[src/design/esx_consts.svh]
// constants for the engine stop / excitation / speed control block
// assumes a 10 MHz sys_clk and a 1 ms tick derived inside the block
//
// Operation
// - assert stop solenoid when stopping engine
// - release stop at standstill or pulse timeout
// - stop function routable to any static output
// - excitation input only when function selected
// - excitation on together with start command
// - excitation 30 s, then toggle every 5 s
// - excitation held 5 s after start release
// - excitation current level from supply class
// - running detect needs both thresholds, second higher
// - excitation near zero while running is failure
// - failure lasting delay raises alternator anomaly
// - action parameter selects fault class, stop; only the stop class has an effect here (engineStopFault)
// - zero failure delay never raises anomaly
// - speed from pick-up, alternator, both, or ECU
// - speed thresholds are percent of rated speed
// - pick-up speed from frequency and tooth count
// - zero tooth count disables pick-up speed
// - start released 200 to 300 ms after running
// - alternator speed uses fractional ratio
`ifndef ESX_CONSTS_SVH
`define ESX_CONSTS_SVH

`define ESX_CLK_HZ          10000000
`define ESX_TICK_MS         1
`define ESX_TICK_CYC        (`ESX_CLK_HZ / 1000 * `ESX_TICK_MS)
`define ESX_EXC_HOLD_MS     30000
`define ESX_EXC_TOGGLE_MS   5000
`define ESX_EXC_AFTER_MS    5000
`define ESX_START_REL_MS    200
`define ESX_GATE_MS         1000
`define ESX_RPM_PER_HZ      60
`define ESX_EXC_FUNC_SEL    8'h01
`define ESX_OUT_COUNT       6
`define ESX_ZERO_VOLT       12'h010

`endif

[src/design/esx_pkg.sv]
// types shared by the engine control block
// no assumptions beyond a SystemVerilog compiler
`default_nettype none
package esx_pkg;
    typedef enum logic [1:0] {ESX_SRC_PICKUP, ESX_SRC_ALT, ESX_SRC_BOTH, ESX_SRC_ECU} esx_src_t;
    typedef enum logic [1:0] {ESX_ACT_NONE, ESX_ACT_WARN, ESX_ACT_SLOW, ESX_ACT_STOP} esx_act_t;
endpackage
`default_nettype wire

[src/design/esx_engine_ctrl.sv]
// engine stop solenoid, alternator excitation, failure check, speed source
// assumes inputs synchronous to sys_clk; slave AHB-Lite, single word transfers
`include "esx_consts.svh"
`default_nettype none
module esx_engine_ctrl
    import esx_pkg::*;
#(
    parameter int EXC_HOLD_MS   = `ESX_EXC_HOLD_MS,
    parameter int EXC_TOGGLE_MS = `ESX_EXC_TOGGLE_MS,
    parameter int EXC_AFTER_MS  = `ESX_EXC_AFTER_MS,
    parameter int GATE_MS       = `ESX_GATE_MS,
    parameter int TICK_CYC      = `ESX_TICK_CYC
) (
    input  wire logic        sys_clk,
    input  wire logic        srst,
    input  wire logic        hsel,
    input  wire logic [31:0] haddr,
    input  wire logic [1:0]  htrans,
    input  wire logic        hwrite,
    input  wire logic [2:0]  hsize,
    input  wire logic [31:0] hwdata,
    input  wire logic        hready,
    output logic [31:0]      hrdata,
    output logic             hreadyout,
    output logic             hresp,
    input  wire logic        startReq,
    input  wire logic        stopReq,
    input  wire logic        engineStopped,
    input  wire logic        supply24v,
    input  wire logic [11:0] excVolt,
    input  wire logic        pickupIn,
    input  wire logic        altFreqIn,
    input  wire logic [15:0] ecuRpm,
    output logic [5:0]       staticOut,
    output logic             startCmd,
    output logic             excCmd,
    output logic             excHighCurrent,
    output logic             altFailAnomaly,
    output logic             engineStopFault,
    output logic [15:0]      engineRpm,
    output logic [7:0]       speedPercent
);
    // ==========
    // register map
    localparam logic [7:0] A_CTRL    = 8'h00;
    localparam logic [7:0] A_STOPDUR = 8'h04;
    localparam logic [7:0] A_EXCTH   = 8'h08;
    localparam logic [7:0] A_FAIL    = 8'h0C;
    localparam logic [7:0] A_SPEED   = 8'h10;
    localparam logic [7:0] A_RATIO   = 8'h14;
    localparam logic [7:0] A_STATUS  = 8'h18;
    localparam logic [7:0] A_RPM     = 8'h1C;

    logic [7:0]  excFuncSel_reg;
    logic [2:0]  stopOutSel_reg;
    logic [2:0]  startOutSel_reg;
    esx_src_t    speedSrc_reg;
    logic [15:0] stopDurMs_reg;
    logic [11:0] runThLo_reg;
    logic [11:0] runThHi_reg;
    logic [15:0] failDelayMs_reg;
    esx_act_t    failAction_reg;
    logic [15:0] ratedRpm_reg;
    logic [7:0]  teeth_reg;
    logic [15:0] altRatio_reg;   // 8.8 fixed point

    logic        apValid_reg;
    logic        apWrite_reg;
    logic [7:0]  apAddr_reg;

    // ==========
    // time base
    logic [$clog2(TICK_CYC)-1:0] tickCnt_reg;
    logic                        tick;
    logic [15:0]                 gateCnt_reg;
    logic                        gate;
    assign tick = (tickCnt_reg == ($clog2(TICK_CYC))'(TICK_CYC - 1));
    assign gate = tick && (gateCnt_reg == 16'(GATE_MS - 1));

    always_ff @(posedge sys_clk) begin
        if (srst) begin
            tickCnt_reg <= '0;
            gateCnt_reg <= 16'h0000;
        end else begin
            tickCnt_reg <= tick ? '0 : tickCnt_reg + 1'b1;
            if (gate)
                gateCnt_reg <= 16'h0000;
            else if (tick)
                gateCnt_reg <= gateCnt_reg + 16'h0001;
        end
    end

    // ==========
    // bus slave: zero wait states, always OKAY
    always_ff @(posedge sys_clk) begin
        if (srst) begin
            apValid_reg <= 1'b0;
            apWrite_reg <= 1'b0;
            apAddr_reg  <= 8'h00;
        end else if (hready) begin
            apValid_reg <= hsel && htrans[1];
            apWrite_reg <= hwrite;
            apAddr_reg  <= haddr[7:0];
        end
    end

    logic wr;
    assign wr = apValid_reg && apWrite_reg;

    always_ff @(posedge sys_clk) begin
        if (srst) begin
            excFuncSel_reg  <= 8'h00;
            stopOutSel_reg  <= 3'h2;
            startOutSel_reg <= 3'h0;
            speedSrc_reg    <= ESX_SRC_PICKUP;
            stopDurMs_reg   <= 16'h2710;
            runThLo_reg     <= 12'h000;
            runThHi_reg     <= 12'h000;
            failDelayMs_reg <= 16'h0000;
            failAction_reg  <= ESX_ACT_WARN;
            ratedRpm_reg    <= 16'h05DC;
            teeth_reg       <= 8'h00;
            altRatio_reg    <= 16'h0100;
        end else if (wr) begin
            case (apAddr_reg)
                A_CTRL: begin
                    excFuncSel_reg  <= hwdata[7:0];
                    stopOutSel_reg  <= hwdata[10:8];
                    startOutSel_reg <= hwdata[14:12];
                    speedSrc_reg    <= esx_src_t'(hwdata[17:16]);
                    failAction_reg  <= esx_act_t'(hwdata[21:20]);
                end
                A_STOPDUR: stopDurMs_reg <= hwdata[15:0];
                A_EXCTH: begin
                    runThLo_reg <= hwdata[11:0];
                    runThHi_reg <= hwdata[27:16];
                end
                A_FAIL:  failDelayMs_reg <= hwdata[15:0];
                A_SPEED: begin
                    ratedRpm_reg <= hwdata[15:0];
                    teeth_reg    <= hwdata[23:16];
                end
                A_RATIO: altRatio_reg <= hwdata[15:0];
                default: ;
            endcase
        end
    end

    // ==========
    // stop solenoid
    logic        stopActive_reg;
    logic [15:0] stopMs_reg;

    always_ff @(posedge sys_clk) begin
        if (srst) begin
            stopActive_reg <= 1'b0;
            stopMs_reg     <= 16'h0000;
        end else if ((stopReq || engineStopFault) && !stopActive_reg && !engineStopped) begin
            stopActive_reg <= 1'b1;
            stopMs_reg     <= 16'h0000;
        end else if (stopActive_reg) begin
            if (engineStopped || stopMs_reg >= stopDurMs_reg)
                stopActive_reg <= 1'b0;
            else if (tick)
                stopMs_reg <= stopMs_reg + 16'h0001;
        end
    end

    // ==========
    // start command and running detection
    logic excFunc;
    logic runDetEn;
    logic running;
    logic [7:0] relMs_reg;
    logic       startCmdInt;

    assign excFunc  = (excFuncSel_reg == `ESX_EXC_FUNC_SEL);
    assign runDetEn = excFunc && runThLo_reg != 12'h000
                      && runThHi_reg > runThLo_reg;
    assign running  = (runDetEn && excVolt > runThHi_reg) || !engineStopped;

    always_ff @(posedge sys_clk) begin
        if (srst) begin
            startCmdInt <= 1'b0;
            relMs_reg   <= 8'h00;
        end else if (!startCmdInt) begin
            relMs_reg <= 8'h00;
            if (startReq && !stopReq && !stopActive_reg && !running)
                startCmdInt <= 1'b1;
        end else if (!startReq || stopReq || stopActive_reg) begin
            startCmdInt <= 1'b0;
        end else if (running) begin
            if (relMs_reg >= 8'(`ESX_START_REL_MS))
                startCmdInt <= 1'b0;
            else if (tick)
                relMs_reg <= relMs_reg + 8'h01;
        end
    end

    // ==========
    // excitation sequencing
    logic [15:0] excMs_reg;
    logic        excPhase_reg;
    logic [15:0] afterMs_reg;
    logic        excNext;
    logic        startCmdWas_reg;

    always_ff @(posedge sys_clk) begin
        if (srst) begin
            excMs_reg    <= 16'h0000;
            excPhase_reg <= 1'b0;
            afterMs_reg  <= 16'h0000;
        end else if (startCmdInt) begin
            afterMs_reg <= 16'h0000;
            if (tick) begin
                if (excMs_reg >= 16'(EXC_HOLD_MS - 1)) begin
                    excMs_reg    <= 16'(EXC_HOLD_MS - EXC_TOGGLE_MS);
                    excPhase_reg <= ~excPhase_reg;
                end else begin
                    excMs_reg <= excMs_reg + 16'h0001;
                end
            end
        end else begin
            excMs_reg    <= 16'h0000;
            excPhase_reg <= 1'b0;
            if (tick && afterMs_reg < 16'(EXC_AFTER_MS))
                afterMs_reg <= afterMs_reg + 16'h0001;
        end
    end

    // then lingers after release
    assign excNext = excFunc && ((startCmdInt && !excPhase_reg)
                     || (!startCmdInt && startCmdWas_reg
                         && afterMs_reg < 16'(EXC_AFTER_MS)));
    always_ff @(posedge sys_clk) begin
        if (srst)
            startCmdWas_reg <= 1'b0;
        else if (startCmdInt && excFunc)
            startCmdWas_reg <= 1'b1;
        else if (afterMs_reg >= 16'(EXC_AFTER_MS))
            startCmdWas_reg <= 1'b0;
    end

    // ==========
    // alternator failure
    logic [15:0] failMs_reg;
    logic        failCond;
    assign failCond = excFunc && !engineStopped && !startCmdInt
                      && excVolt <= 12'(`ESX_ZERO_VOLT);

    always_ff @(posedge sys_clk) begin
        if (srst) begin
            failMs_reg     <= 16'h0000;
            altFailAnomaly <= 1'b0;
        end else if (!failCond || failDelayMs_reg == 16'h0000) begin
            failMs_reg <= 16'h0000;
            if (engineStopped || failDelayMs_reg == 16'h0000)
                altFailAnomaly <= 1'b0;
        end else if (failMs_reg >= failDelayMs_reg) begin
            altFailAnomaly <= 1'b1;
        end else if (tick) begin
            failMs_reg <= failMs_reg + 16'h0001;
        end
    end

    // ==========
    // speed measurement
    logic [15:0] pickCnt;
    logic [15:0] altCnt;
    logic [31:0] pickRpm;
    logic [31:0] altRpm;
    logic [15:0] rpmSel;
    logic [31:0] pct;

    esx_freq_meter #(.WIDTH(16)) uPick (
        .sys_clk (sys_clk),
        .srst    (srst),
        .sigIn   (pickupIn),
        .gate    (gate),
        .count   (pickCnt)
    );
    esx_freq_meter #(.WIDTH(16)) uAlt (
        .sys_clk (sys_clk),
        .srst    (srst),
        .sigIn   (altFreqIn),
        .gate    (gate),
        .count   (altCnt)
    );

    // one second gate: count equals hertz
    assign pickRpm = (teeth_reg == 8'h00) ? 32'h0 :
                     (32'(pickCnt) * 32'(`ESX_RPM_PER_HZ)) / 32'(teeth_reg);
    assign altRpm  = (32'(altCnt) * 32'(altRatio_reg)) >> 8;

    always_comb begin
        case (speedSrc_reg)
            ESX_SRC_PICKUP: rpmSel = pickRpm[15:0];
            ESX_SRC_ALT:    rpmSel = altRpm[15:0];
            ESX_SRC_BOTH:   rpmSel = (teeth_reg != 8'h00) ? pickRpm[15:0] : altRpm[15:0];
            ESX_SRC_ECU:    rpmSel = ecuRpm;
            default:        rpmSel = 16'h0000;
        endcase
    end
    assign pct = (ratedRpm_reg == 16'h0000) ? 32'h0 :
                 (32'(rpmSel) * 32'd100) / 32'(ratedRpm_reg);

    // ==========
    // outputs
    always_ff @(posedge sys_clk) begin
        if (srst) begin
            staticOut       <= 6'h00;
            startCmd        <= 1'b0;
            excCmd          <= 1'b0;
            excHighCurrent  <= 1'b0;
            engineStopFault <= 1'b0;
            engineRpm       <= 16'h0000;
            speedPercent    <= 8'h00;
        end else begin
            staticOut <= 6'h00;
            if (stopActive_reg && stopOutSel_reg < 3'(`ESX_OUT_COUNT))
                staticOut[stopOutSel_reg] <= 1'b1;
            if (startCmdInt && startOutSel_reg < 3'(`ESX_OUT_COUNT))
                staticOut[startOutSel_reg] <= 1'b1;
            startCmd        <= startCmdInt;
            excCmd          <= excNext;
            excHighCurrent  <= ~supply24v;
            engineStopFault <= altFailAnomaly && failAction_reg == ESX_ACT_STOP;
            engineRpm       <= rpmSel;
            speedPercent    <= (pct > 32'd255) ? 8'hFF : pct[7:0];
        end
    end

    // ==========
    // read data
    always_ff @(posedge sys_clk) begin
        if (srst) begin
            hrdata    <= 32'h0000_0000;
            hreadyout <= 1'b1;
            hresp     <= 1'b0;
        end else begin
            hrdata    <= 32'h0000_0000;
            if (hready && hsel && htrans[1] && !hwrite) begin
                case (haddr[7:0])
                    A_CTRL:    hrdata <= {10'h000, failAction_reg, 2'h0, speedSrc_reg, 1'b0,
                                          startOutSel_reg, 1'b0, stopOutSel_reg, excFuncSel_reg};
                    A_STOPDUR: hrdata <= {16'h0000, stopDurMs_reg};
                    A_EXCTH:   hrdata <= {4'h0, runThHi_reg, 4'h0, runThLo_reg};
                    A_FAIL:    hrdata <= {16'h0000, failDelayMs_reg};
                    A_SPEED:   hrdata <= {8'h00, teeth_reg, ratedRpm_reg};
                    A_RATIO:   hrdata <= {16'h0000, altRatio_reg};
                    A_STATUS:  hrdata <= {26'h0, engineStopFault, altFailAnomaly, excCmd,
                                          startCmd, stopActive_reg, runDetEn};
                    A_RPM:     hrdata <= {8'h00, speedPercent, engineRpm};
                    default:   ;
                endcase
            end
        end
    end
endmodule // esx_engine_ctrl
`default_nettype wire

[src/design/esx_freq_meter.sv]
// pulse counter over a fixed gate; reports edges per gate window
// assumes input synchronous to sys_clk, one gate pulse per window
`default_nettype none
module esx_freq_meter #(
    parameter int WIDTH = 16
) (
    input  wire logic             sys_clk,
    input  wire logic             srst,
    input  wire logic             sigIn,
    input  wire logic             gate,
    output logic [WIDTH-1:0]      count
);
    logic             sigDly_reg;
    logic [WIDTH-1:0] acc_reg;

    always_ff @(posedge sys_clk) begin
        if (srst) begin
            sigDly_reg <= 1'b0;
            acc_reg    <= '0;
            count      <= '0;
        end else begin
            sigDly_reg <= sigIn;
            if (gate) begin
                count   <= acc_reg;
                acc_reg <= '0;
            end else if (sigIn && !sigDly_reg && acc_reg != '1) begin
                acc_reg <= acc_reg + 1'b1;
            end
        end
    end
endmodule // esx_freq_meter
`default_nettype wire

[config.mk]
export PLATFORM = sky130hd
export DESIGN_NAME = esx_engine_ctrl
export DESIGN_NICKNAME = d
export VERILOG_FILES = /design/src/design/esx_pkg.sv /design/src/design/esx_engine_ctrl.sv /design/src/design/esx_freq_meter.sv
export VERILOG_INCLUDE_DIRS = /design/src /design/src/design
export SDC_FILE = /design/constraint.sdc
export NUM_CORES = 2
export LEC_CHECK = 0
export BUFFER_PORTS_ARGS = -buffer_cell sky130_fd_sc_hd__buf_2
export CAP_MARGIN = 20
export CORE_UTILIZATION = 40
export CTS_CLUSTER_DIAMETER = 120
export CTS_CLUSTER_SIZE = 16
export DETAILED_ROUTE_END_ITERATION = 7
export GPL_TIMING_DRIVEN = 0
export MAX_ROUTING_LAYER = met4
export PLACE_DENSITY = 0.53
export SKIP_CTS_REPAIR_TIMING = 1
export SYNTH_ARGS = -nofsm -noshare
export SYNTH_HDL_FRONTEND = slang
export SYNTH_HIERARCHICAL = 1
export SYNTH_SLANG_ARGS = --single-unit
[constraint.sdc]
create_clock -name sys_clk -period 399 [get_ports sys_clk]
set_input_delay 19.95 -clock sys_clk [delete_from_list [all_inputs] [get_ports sys_clk]]
set_output_delay 19.95 -clock sys_clk [all_outputs]
set_load 0.02 [all_outputs]
==> flow_metrics.py <==
metrics = {
    "synth": {
        "synthCells": 8701,
        "synthArstFlopShare_pct": 0,
        "synth_area_leader_cell": "ha_1",
        "syn-cell-area_mm2": 0.0649,
        "ys_types": 160,
        "yosysWarnings": 6,
        "synth_top_area_share_pct": 16.0,
        "synth_seq_cells": 359,
        "ys_seq_area_share_pct": 11.1,
        "synth_edf_count": 0,
        "syn_avg_cell_area_um2": 7.46,
        "yosys-top-cells-area": "ha_1 (16%), dfxtp_1 (11%), fa_1 (6.4%)",
        "synth_flop_cell": "dfxtp_1",
        "synthTopCellsByCount": "nand2_1 (912), nor2_1 (892), ha_1 (829)",
        "synthMostInstantiatedCell": "nand2_1",
    },
    "route": {
        "drtIter0Drc": 4332,
        "via_count": 64500,
        "via_per_inst": 5.82,
        "routed_wl_um": 212000,
        "drt_pass1_iterations": 6,
        "ant_nets": 0,
        "drc": 0,
        "wl_per_cell_um": 19.1,
    },
    "grt": {
        "antenna_found_initial": 8,
        "grt_pass1_vias": 61000,
        "grt.total_usage_pct": 25.8,
        "grt_pass1_wl_um": 336000,
        "grt_overflow": 0,
        "grt_max_degree": 33,
    },
    "sta": {
        "worst_pin_slew_ns": 1.18,
        "finalWorstSetupSlack_ns": 169.65,
        "period_needed_ns": 229.36,
        "finalHoldViolations": 0,
        "slew_headroom_pct": 20.9,
        "clock.fmax_mhz": 4.36,
        "fin_skew_ns": 0.0313,
        "final.setup.tns_ns": 0,
        "rsz0062_at_grt": "false",
        "setup_viol": 0,
        "fin_crit_sh_pct": 57.5,
        "slew_viol_final": 0,
    },
    "critical_path": {
        "startpoint": "teeth_reg[0]$_SDFFE_PP0P_",
        "r2r-start": "teeth_reg[0]$_SDFFE_PP0P_",
        "critPathMaxStageDelay_ns": 0.89,
        "critPathArrivalTime_ns": 229.88,
        "rrSetupSlack_ns": 169.65,
        "reg2reg_to": "speedPercent[0]$_SDFF_PP0_",
        "cp.required_ns": 399.52,
        "ff2ff_path_depth": 1033,
        "crit_end": "speedPercent[0]$_SDFF_PP0_",
        "path_max_fanout": 22,
        "crit_top_cell": "o21a_1",
        "critPathSlowestCell": "nor2_1",
        "worst_setup_path_end_kind": "register",
        "startpoint_type": "register",
        "worstSetupPathType": "register to register",
    },
    "placed_design": {
        "dp_hpwl_um": 176000,
        "placed_cell_area_mm2": 0.0688,
        "place.gp.congestion": 0.925,
        "pre_cts_slack_ns": 171.12,
        "numPortBuffers": 138,
    },
    "clock_network": {
        "clk_path_buf_depth": 3,
        "clock-root-buffer": "clkbuf_16",
        "clock_latency_ns": 0.63,
        "cts_tree": "yes",
        "cts_sinks": 359,
        "cts.htree.levels": 1,
        "clk_pin_slew_ns": 0.08,
        "cts_made_buffers": 27,
    },
    "cells_and_area": {
        "drive_gt1_share_pct": 7.35,
        "largest_register_ffs": 28,
        "stdcell_area_mm2": 0.0696,
        "multi_input_area_mm2": 0.0548,
        "fillerInstances": 16800,
        "area_growth_pct": 7.17,
        "fin_nets": 10100,
        "largest-register": "hrdata",
        "regArea_mm2": 0.00719,
    },
    "die": {
        "die_h_um": 405,
        "rows": 147,
        "die_w_um": 405,
        "coreArea_mm2": 0.161,
        "die-area_mm2": 0.164,
        "start_util_pct": 40.4,
        "ioPinCount": 177,
    },
    "job": {
        "cap_viol_max_count": 0,
    },
    "hold_path": {
        "min_path_type": "register to register",
    },
    "run_status": {
        "outcome": "finished clean",
    },
}
[worst max-delay path, delay by kind of cell (launching register included)]
kind	cells	cell delay [ns]
AO/OA/AOI/OAI	450	95.11
XOR/XNOR	1	0.25
adder cells (fa/ha/maj)	60	18.42
buffers and inverters	101	24.01
flip-flops	1	0.75
multiplexers	9	3.18
AND/OR/NAND/NOR	246	50.02
[per-stage QoR]
stage	instances	hold WS, ns	util, %
2_1_floorplan	8719	0.424	-
3_3_place_gp	11000	0.438	42.5
6_report	11100	0.459	43.3
4_1_cts	11100	0.466	43.2
5_1_grt	11100	0.482	43.3
3_5_place_dp	11000	0.442	42.8
[layer usage]
layer	up-vias	part of all wire [%]	GRT usage (%)	wire (um)
met2	1416	46	42.7	97300
met1	30700	47	34.4	99700
li1	32200	-	-	-
met4	0	2.6	5.99	5440
met5	-	0	-	0
met3	261	4.3	1.54	9080
[layout by cell type, fill, tap and decap left out, types with 118 or more instances in the layout]
cell | netlist | routed
a21o_1 | 118 | 118
a21oi_1 | 585 | 585
and2_1 | 165 | 165
buf_2 | 27 | 168
clkbuf_1 | 206 | 207
dfxtp_1 | 359 | 359
fa_1 | 209 | 209
ha_1 | 829 | 829
inv_1 | 496 | 484
mux2_2 | 131 | 131
nand2_1 | 912 | 912
nand3_1 | 172 | 172
nand4_1 | 119 | 119
nor2_1 | 892 | 892
nor3_1 | 492 | 492
o21a_1 | 430 | 430
o21ai_0 | 283 | 283
o31ai_1 | 181 | 181
xnor2_1 | 245 | 245
xor2_1 | 178 | 178
[kinds of logic (layout without fill, tap and decap cells)]
group	after synthesis	in the layout	share of synthesized area, %
other	2	27	0.0116
XOR/XNOR	426	426	5.78
adder cells (fa/ha/maj)	1040	1040	22.5
flip-flops	359	359	11.1
multiplexers	243	243	4.08
AND/OR/NAND/NOR	3501	3501	26.8
AO/OA/AOI/OAI	2358	2358	25.1
buffers and inverters	772	966	4.67
[how the worst min path moves through the flow]
| stage | from | endpoint | slack, ns | cells past startpoint |
|---|---|---|---|---|
| floorplan | afterMs_reg[13]$_SDFFE_PP0P_ | afterMs_reg[13]$_SDFFE_PP0P_ | 0.42 | 1 |
| detailed placement | afterMs_reg[14]$_SDFFE_PP0P_ | afterMs_reg[14]$_SDFFE_PP0P_ | 0.44 | 1 |
| global route | afterMs_reg[13]$_SDFFE_PP0P_ | afterMs_reg[13]$_SDFFE_PP0P_ | 0.48 | 1 |
| CTS | afterMs_reg[14]$_SDFFE_PP0P_ | afterMs_reg[14]$_SDFFE_PP0P_ | 0.47 | 1 |
| finish | afterMs_reg[14]$_SDFFE_PP0P_ | afterMs_reg[14]$_SDFFE_PP0P_ | 0.46 | 1 |
| global placement | afterMs_reg[13]$_SDFFE_PP0P_ | afterMs_reg[13]$_SDFFE_PP0P_ | 0.44 | 1 |
[final cells by class]
class,count,share of cell area [%]
Multi-Input combinational cell,7588,78.7
Sequential cell,359,10.3
Tap cell,2160,3.89
Inverter,498,2.69
Buffer,274,1.67
Timing Repair Buffer,163,1.60
Clock buffer,28,0.977
Clock inverter,3,0.0684
Antenna cell,7,0.0252
Power is not shown: default switching activity piles up to over one toggle a cycle in this logic, so the estimate is an artifact.
